`src/rtl/ccmod_pkg.sv`:
```
`default_nettype none
package ccmod_pkg;
	// ****************************************
	// Register map
	// ****************************************
	localparam int DEC_W = 8;
	localparam logic [DEC_W-1:0] MODE_OFFSET = 8'h00;
	localparam logic [DEC_W-1:0] CMP_LOW_OFFSET = 8'h04;
	localparam logic [DEC_W-1:0] CMP_HIGH_OFFSET = 8'h08;
	localparam logic [DEC_W-1:0] FLAG_OFFSET = 8'h0c;
	localparam logic [7:0] MODE_RESET = 8'h00;
	localparam logic [7:0] CMP_LOW_RESET = 8'h00;
	localparam logic [7:0] CMP_HIGH_RESET = 8'h00;
	localparam logic [7:0] MODE_WRITE_MASK = 8'h7f;
	localparam logic [23:0] READ_PAD = 24'h000000;
	localparam logic [6:0] FLAG_PAD = 7'h00;

	// ****************************************
	// Mode register fields
	// ****************************************
	localparam int COMPARE_EN_BIT = 6;
	localparam int CAPTURE_RISE_BIT = 5;
	localparam int CAPTURE_FALL_BIT = 4;
	localparam int MATCH_FLAG_BIT = 3;
	localparam int MATCH_TOGGLE_BIT = 2;
	localparam int PULSE_WIDTH_BIT = 1;
	localparam int EVENT_IRQ_BIT = 0;
	localparam int FLAG_BIT = 0;
	localparam int STRB_LANE = 0;

	// ****************************************
	// Counter and bus constants
	// ****************************************
	localparam logic [7:0] LOW_MAX = 8'hff;
	localparam logic [7:0] LOW_ZERO = 8'h00;
	localparam logic [1:0] RESP_OKAY = 2'h0;
	localparam logic [1:0] RESP_SLVERR = 2'h2;
	localparam logic [2:0] SYNC_RESET = 3'h0;

	// ****************************************
	// Carriers
	// ****************************************
	typedef struct packed {
		logic [31:0] awaddr;
		logic awvalid;
		logic [31:0] wdata;
		logic [3:0] wstrb;
		logic wvalid;
		logic bready;
		logic [31:0] araddr;
		logic arvalid;
		logic rready;
	} ccmod_axi_req_type;

	typedef struct packed {
		logic awready;
		logic wready;
		logic [1:0] bresp;
		logic bvalid;
		logic arready;
		logic [31:0] rdata;
		logic [1:0] rresp;
		logic rvalid;
	} ccmod_axi_rsp_type;

	typedef struct packed {
		logic [7:0] mode;
		logic [7:0] cmp_low;
		logic [7:0] cmp_high;
		logic flag;
		logic pin_out;
		logic eq_q;
		logic [7:0] low_prev;
		logic low_valid;
		logic [2:0] pin_sync;
		logic pin_level;
		logic pin_valid;
		logic aw_got;
		logic [DEC_W-1:0] awaddr;
		logic w_got;
		logic [7:0] wdata;
		logic wlane;
		logic bvalid;
		logic [1:0] bresp;
		logic rvalid;
		logic [1:0] rresp;
		logic [7:0] rdata;
	} ccmod_state_type;
endpackage : ccmod_pkg
`default_nettype wire

```
`src/rtl/ccmod_top.sv`:
```
// Summary of operation
// - The mode register holds compare, rise capture, fall capture, match flag, toggle, PWM and irq enables in bits 6..0; bit 7 reads zero.
// - In capture mode the pin is sampled and rising, falling or both edges capture as enabled.
// - A valid capture copies the shared counter high and low bytes into the compare high and low registers.
// - The interrupt request is high only while the event flag and the irq enable are both set.
// - With compare and match flag enabled, the flag sets when counter and compare register become equal.
// - Compare plus match flag with toggle, PWM and captures clear is the 16-bit software timer.
// - With compare and toggle enabled and PWM clear, each counter match inverts the output pin.
// - In PWM mode the pin is low while the counter low byte is below the compare low byte, else high.
// - In PWM mode the compare low byte reloads from the compare high byte when the low byte wraps to zero.
// - PWM timing comes only from the shared counter, so all modules share one PWM frequency.
`timescale 1ns/1ps
`default_nettype none
module ccmod_top
	import ccmod_pkg::*;
(
	// Clock and reset
	input wire logic CLOCK,
	input wire logic RST_N,
	// Register bus
	input wire ccmod_axi_req_type AXI_REQ,
	output ccmod_axi_rsp_type AXI_RSP,
	// Shared counter, same clock
	input wire logic [15:0] SHARED_COUNTER,
	// Module pin
	input wire logic MODULE_PIN_IN,
	output logic MODULE_PIN_OUT,
	output logic MODULE_PIN_OE_N,
	// Interrupt request
	output logic EVENT_IRQ
);

	// ****************************************
	// Reset release
	// ****************************************
	logic [1:0] rst_sync_q;
	logic rst_n;

	always_ff @(posedge CLOCK or negedge RST_N) begin
		if (!RST_N) begin
			rst_sync_q <= 2'h0;
		end else begin
			rst_sync_q <= {rst_sync_q[0], 1'b1};
		end
	end

	assign rst_n = rst_sync_q[1];

	// ****************************************
	// State
	// ****************************************
	ccmod_state_type q;
	ccmod_state_type d;
	logic [7:0] count_low;
	logic [7:0] count_high;
	logic compare_en;
	logic rise_en;
	logic fall_en;
	logic flag_en;
	logic toggle_en;
	logic pwm_en;
	logic irq_en;
	logic eq;
	logic match;
	logic stable;
	logic edge_seen;
	logic capture;
	logic wrap;
	logic aw_take;
	logic w_take;
	logic ar_take;
	logic do_write;
	logic [DEC_W-1:0] rd_addr;

	assign count_low = SHARED_COUNTER[7:0];
	assign count_high = SHARED_COUNTER[15:8];
	assign compare_en = q.mode[COMPARE_EN_BIT];
	assign rise_en = q.mode[CAPTURE_RISE_BIT];
	assign fall_en = q.mode[CAPTURE_FALL_BIT];
	assign flag_en = q.mode[MATCH_FLAG_BIT];
	assign toggle_en = q.mode[MATCH_TOGGLE_BIT];
	assign pwm_en = q.mode[PULSE_WIDTH_BIT];
	assign irq_en = q.mode[EVENT_IRQ_BIT];

	// ****************************************
	// Bus handshakes
	// ****************************************
	assign AXI_RSP.awready = !q.aw_got && !q.bvalid;
	assign AXI_RSP.wready = !q.w_got && !q.bvalid;
	assign AXI_RSP.arready = !q.rvalid;
	assign AXI_RSP.bvalid = q.bvalid;
	assign AXI_RSP.bresp = q.bresp;
	assign AXI_RSP.rvalid = q.rvalid;
	assign AXI_RSP.rresp = q.rresp;
	assign AXI_RSP.rdata = {READ_PAD, q.rdata};

	assign aw_take = AXI_REQ.awvalid && AXI_RSP.awready;
	assign w_take = AXI_REQ.wvalid && AXI_RSP.wready;
	assign ar_take = AXI_REQ.arvalid && AXI_RSP.arready;
	assign do_write = q.aw_got && q.w_got;
	assign rd_addr = AXI_REQ.araddr[DEC_W-1:0];

	// ****************************************
	// Event detection
	// ****************************************
	// Equality edge so a held match counts once
	assign eq = SHARED_COUNTER == {q.cmp_high, q.cmp_low};
	assign match = compare_en && eq && !q.eq_q;

	// Only stages two and three are compared
	assign stable = q.pin_sync[1] == q.pin_sync[2];
	assign edge_seen = q.pin_valid && stable && (q.pin_sync[1] != q.pin_level);
	assign capture = edge_seen && ((q.pin_sync[1] && rise_en) || (!q.pin_sync[1] && fall_en));

	assign wrap = q.low_valid && (q.low_prev == LOW_MAX) && (count_low == LOW_ZERO);

	// ****************************************
	// Next state
	// ****************************************
	always_comb begin
		d = q;
		d.eq_q = eq;
		d.low_prev = count_low;
		d.low_valid = 1'b1;
		d.pin_sync = {q.pin_sync[1:0], MODULE_PIN_IN};
		if (stable) begin
			d.pin_level = q.pin_sync[1];
			d.pin_valid = 1'b1;
		end

		// Write address and data in either order
		if (aw_take) begin
			d.aw_got = 1'b1;
			d.awaddr = AXI_REQ.awaddr[DEC_W-1:0];
		end
		if (w_take) begin
			d.w_got = 1'b1;
			d.wdata = AXI_REQ.wdata[7:0];
			d.wlane = AXI_REQ.wstrb[STRB_LANE];
		end
		if (q.bvalid && AXI_REQ.bready) begin
			d.bvalid = 1'b0;
		end
		if (do_write) begin
			d.aw_got = 1'b0;
			d.w_got = 1'b0;
			d.bvalid = 1'b1;
			d.bresp = RESP_OKAY;
			unique case (q.awaddr)
				MODE_OFFSET: begin
					if (q.wlane) begin
						d.mode = q.wdata & MODE_WRITE_MASK;
					end
				end
				CMP_LOW_OFFSET: begin
					if (q.wlane) begin
						d.cmp_low = q.wdata;
					end
				end
				CMP_HIGH_OFFSET: begin
					if (q.wlane) begin
						d.cmp_high = q.wdata;
					end
				end
				FLAG_OFFSET: begin
					if (q.wlane) begin
						d.flag = q.wdata[FLAG_BIT];
					end
				end
				default: begin
					d.bresp = RESP_SLVERR;
				end
			endcase
		end

		// Read answer one cycle after address
		if (q.rvalid && AXI_REQ.rready) begin
			d.rvalid = 1'b0;
		end
		if (ar_take) begin
			d.rvalid = 1'b1;
			d.rresp = RESP_OKAY;
			unique case (rd_addr)
				MODE_OFFSET: d.rdata = q.mode;
				CMP_LOW_OFFSET: d.rdata = q.cmp_low;
				CMP_HIGH_OFFSET: d.rdata = q.cmp_high;
				FLAG_OFFSET: d.rdata = {FLAG_PAD, q.flag};
				default: begin
					d.rdata = LOW_ZERO;
					d.rresp = RESP_SLVERR;
				end
			endcase
		end

		// Hardware updates override a same-cycle write
		if (capture) begin
			d.cmp_high = count_high;
			d.cmp_low = count_low;
		end
		if (compare_en && pwm_en) begin
			if (wrap) begin
				d.cmp_low = q.cmp_high;
				d.pin_out = q.cmp_high <= count_low;
			end else begin
				d.pin_out = q.cmp_low <= count_low;
			end
		end else if (match && toggle_en) begin
			d.pin_out = !q.pin_out;
		end

		// Set wins over software clear
		if ((match && flag_en) || capture) begin
			d.flag = 1'b1;
		end
	end

	always_ff @(posedge CLOCK or negedge rst_n) begin
		if (!rst_n) begin
			q <= '0;
			q.mode <= MODE_RESET;
			q.cmp_low <= CMP_LOW_RESET;
			q.cmp_high <= CMP_HIGH_RESET;
			q.pin_sync <= SYNC_RESET;
			q.bresp <= RESP_OKAY;
			q.rresp <= RESP_OKAY;
		end else begin
			q <= d;
		end
	end

	// ****************************************
	// Outputs
	// ****************************************
	assign MODULE_PIN_OUT = q.pin_out;
	// Pin is driven only in toggle or PWM output use
	assign MODULE_PIN_OE_N = !(compare_en && (toggle_en || pwm_en));
	assign EVENT_IRQ = q.flag && irq_en;

endmodule : ccmod_top
`default_nettype wire

```
`config.mk`:
```
export PLATFORM = sky130hd
export DESIGN_NAME = ccmod_top
export DESIGN_NICKNAME = d
export VERILOG_FILES = /design/src/rtl/ccmod_pkg.sv /design/src/rtl/ccmod_top.sv
export SDC_FILE = /design/constraint.sdc
export NUM_CORES = 1
export LEC_CHECK = 0
export ABC_AREA = 1
export CORE_MARGIN = 5
export CORE_UTILIZATION = 33
export CTS_CLUSTER_DIAMETER = 60
export DETAILED_ROUTE_END_ITERATION = 8
export DONT_BUFFER_PORTS = 1
export GPL_ROUTABILITY_DRIVEN = 0
export PLACE_DENSITY = 0.44
export SYNTH_ARGS = -nofsm -noshare
export SYNTH_HDL_FRONTEND = slang
export SYNTH_SLANG_ARGS = --single-unit
```
`constraint.sdc`:
```
create_clock -name CLOCK -period 2.7 [get_ports CLOCK]
set_input_delay 0.54 -clock CLOCK [delete_from_list [all_inputs] [get_ports CLOCK]]
set_output_delay 0.54 -clock CLOCK [all_outputs]
set_load 0.02 [all_outputs]
```
Yosys cells after proc, flatten, opt, wreduce, memory -nomap -nowiden
Cells that the tools add are included.

storage, ports and cells
  bits in registers = 75
  latch bits = 0
  memory bits (writable) = 0
  bits in read-only memories = 0
  input port bits = 124
  output and inout bits = 44
  logic and storage cells = 111
  memories = 0

operators by class
  add/sub/neg operators = 0
  multipliers = 0
  div/mod/pow operators = 0
  order comparisons = 2
  eq/ne operators = 10
  shifts and indexed selects = 0
  mux-type cells = 25
  bitwise operators = 0
  reduce and logical (&&, ||, !) cells = 52

operators by type and width
  cell                count
  $mux 8              6
  $eq 8x4->1 const B  4
  $pmux 8 s4          1
  $logic_not 8->1     3
  $logic_and 1x1->1   22
  $reduce_bool 2->1   11
  $mux 17             1
  $eq 16x16->1        1
  $eq 8x3->1 const B  2
  $le 8x8->1          2
  $mux 16             1
  $mux 11             1
  $mux 1              10
  $mux 10             1
  $mux 9              1
  $reduce_and 3->1    3
  $eq 8x8->1 const B  1
  $logic_not 1->1     8
  $reduce_or 4->1     2
  $mux 2              2
  $logic_or 1x1->1    3
  $mux 3              1
  $eq 1x1->1          1
  $ne 1x1->1          1

Depth between registers and ports, before layout
  word-level depth = 7
  mapped depth = 12

Least setup slack after synthesis
Ideal clock, no wire load.

  kind = input to register
  start point = in SHARED_COUNTER[7]
  end point = reg q (netlist bit MODULE_PIN_OUT)
  setup time = 0.118 ns
  data arrival time = 1.563 ns
  required time = 2.582 ns
  slack = 1.019 ns
  stages on the path = 11
  path through = inv_1 -> ha_1 -> nand2_1 -> inv_2 -> nand2_1 -> nor2_1 -> nand3_1 -> nor2_1 -> nand4_1 -> nand3_1 -> nand2_1

on the way
  word-level cells in the longest chain between the ends = 5
  elaborated cells between the ends (all ways) = 11
  those cells by class = 2 x order compare; 1 x eq/ne; 2 x mux; 6 x reduce/logical

ends and longest elaborated chain
  what                                                line             text
  from (decl)                                         ccmod_top.sv:24  input wire logic [15:0] SHARED_COUNTER,
  branches (longest 5 deep; another with $le 8x8->1)  -
  to (decl)                                           ccmod_top.sv:52  ccmod_state_type q;

Parallel ways; which one is timed is not known.
A chain may end at the register's enable or synchronous reset.

Worst setup path after layout
  start point = reg q[68] (netlist bit)
  end point = out MODULE_PIN_OE_N

on the way
  word-level cells in the longest chain between the ends = 3

ends and longest elaborated chain
  what               line              text
  $logic_or 1x1->1   ccmod_top.sv:236  assign MODULE_PIN_OE_N = !(compare_en && (toggle_en || pwm_en));
  $logic_and 1x1->1  ccmod_top.sv:236
  $logic_not 1->1    ccmod_top.sv:236
  to (decl)          ccmod_top.sv:28   output logic MODULE_PIN_OE_N,

Every way passes these cells.

==> metrics.yaml <==
die_y_um: 121
routed_via_density: 4.56
synth.area.top_cells: "dfrtp_1, nand2_1, buf_4"
synth_area_per_cell_um2: 8.23
ys_seq_area_frac: 0.449
synth_seq_cells: 73
p_leak_nw: 2.20
slowest_delay_ns: 0.59
finalSetupViolations: 0
max_freq_mhz: 526
drv_cap: 0
clk_path_buf_depth: 2
ant_nets: 0
antenna_found_initial: 0
core-area_um2: 12100
clock_latency_ns: 0.34
drc: 0
outcome: "completed"
cp_top_family: "compound AO/OA/AOI/OAI gates"
startpoint: "q[68]"
ir_worst_vdd_mv: 0.495
required_ns: 2.16
fin_crit_sh: 0.704
drv_slew: 0
wl_um: 9920
critPathMaxFanout: 5
ctsResizeCount: 0
fin_skew_ns: 0.00821
final_cell_mix: "nand2_1, dfrtp_1, inv_1"
yosys.area.top_type: "dfrtp_1"
drive_gt1_frac: 0.0766
die-area_um2: 14700
port_buffers: 0
grt_pass1_wl_um: 16200
dr_total_vias: 3025
die_w_um: 121
crit_chain: "o21ai_0"
endpoint_kind: "output port"
n_antenna_cell: 0
multi_input_area_um2: 1810
crit_arrival_ns: 1.36
gr-total-overflow: 0
final_common_cell: "nand2_1"
cts_buffers: 9
htreeDepth: 3
critPathSlowestCell: "o21ai_0"
cts_root_buffer: "clkbuf_16"
path_buf_inv: 0
hold_class: "input pin to flop"
critical_path_class: "flop to output port"
fin_nets: 631
syn2layout_area_growth_pct: 7.68
ys_warn_count: 0
grt_max_degree: 39
start_kind: "flop"
synthesis.area_um2: 4070
period_needed_ns: 1.90
drt_pass1_iterations: 4
dpl.hpwl_um: 8020
drt_iter0_drc: 76
ff_latch_area_um2: 1830
cts_tree: "done"
fin_setup_tns_ns: 0
design_area_um2: 4390
n_fill_cell: 1283
io_pins: 168
maxSlewHeadroom: 0.453
clk_pin_slew_ns: 0.06
synth_top_area_frac: 0.449
start_util: 0.338
worst-slew-pin-transition_ns: 0.821
hold_path.startpoint: "MODULE_PIN_IN"
place_area_um2: 4100
rsz0062_at_grt: "false"
grt_pass1_vias: 3102
placement_rows: 40
hold_viol: 0
grt.total_usage: 0.144
synth_cells: 495
ys_types: 32
power_density_nw_per_um2: 804
numClockSinks: 73
wl_per_cell_um: 14.9
holdWs_ns: 0.222
worstReg2RegStart: "q[63]"
[timing repair]
action,CTS,global route
hold buffers,1,0
hold endpoints to repair,2,0
buffers inserted,0,0
[kinds of logic (layout without fill, tap and decap cells)]
kind of cell    Yosys count  after routing  share of synthesized area
compound gates           57             57                     0.0805
buf+inv                 103             78                      0.131
simple gates            224            224                      0.237
xor+xnor                  4              4                    0.00860
flops                    73             73                      0.449
mux                      16             16                     0.0430
fa+ha+maj                16             16                     0.0492
other cells               2             28                    0.00184
[path summary, 6_finish.rpt]
kind                            slack, ns  cells past startpoint               to
worst max-delay path                 0.80                      1  MODULE_PIN_OE_N
worst min-delay path                 0.22                      0            d[36]
worst max register to register       0.82                     10   MODULE_PIN_OUT
worst min register to register       0.35                      0            d[37]
max in group asynchronous            1.66                      1            q[68]
min in group asynchronous            0.37                      0            q[37]
[layer usage]
metal	track usage	vias up	routed length [µm]
met1	0.179	1408	4330
met4	0.0347	0	89
met2	0.226	90	4590
li1	-	1522	-
met5	0	-	0
met3	0.0695	5	911
[area by class of cell]
type	count	share of cell area
clock buffers	9	0.0514
clock inverters	7	0.0123
multi-input cells	345	0.413
inverters	59	0.0505
well taps	168	0.0479
flip-flops and latches	73	0.417
repair buffers	3	0.00856
[per-stage QoR]
stage	setup WS [ns]	utilization	instances	power, mW
floorplan	0.517	-	521	2.25
global placement	0.662	0.340	647	2.41
detailed placement	0.620	0.340	647	2.44
CTS	0.737	0.364	664	3.60
global route	0.598	0.364	664	3.80
finish	0.800	0.364	664	3.53
[flip-flops by register name, indices dropped and copies added, names as in the netlist]
name and count:
AXI_RSP 12, MODULE_PIN_OUT 1, d 2, flag_en 1, fall_en 1, irq_en 1
pwm_en 1, rst_sync_q 2, q 51, compare_en 1
[cells in the mapped netlist (all sizes together)]
cell type,instances
nand2,136
dfrtp,73
inv,57
nor2,47
buf,42
nand3,25
o21ai,23
a21oi,17
ha,16
mux2,12
o211ai,11
nand4,7
mux2i,4
nor3,4
xor2,4
nor4,3
o221ai,3
a31oi,2
clkbuf,2
clkinv,2
conb,2
or2,2
o22ai,1
[power by group]
group	leakage [nW]	internal [mW]	switching, mW
Clock	0.141	0.631	0.497
Combinational	1.20	0.295	0.488
Sequential	0.862	1.33	0.284
(Power assumes the default switching activity.)
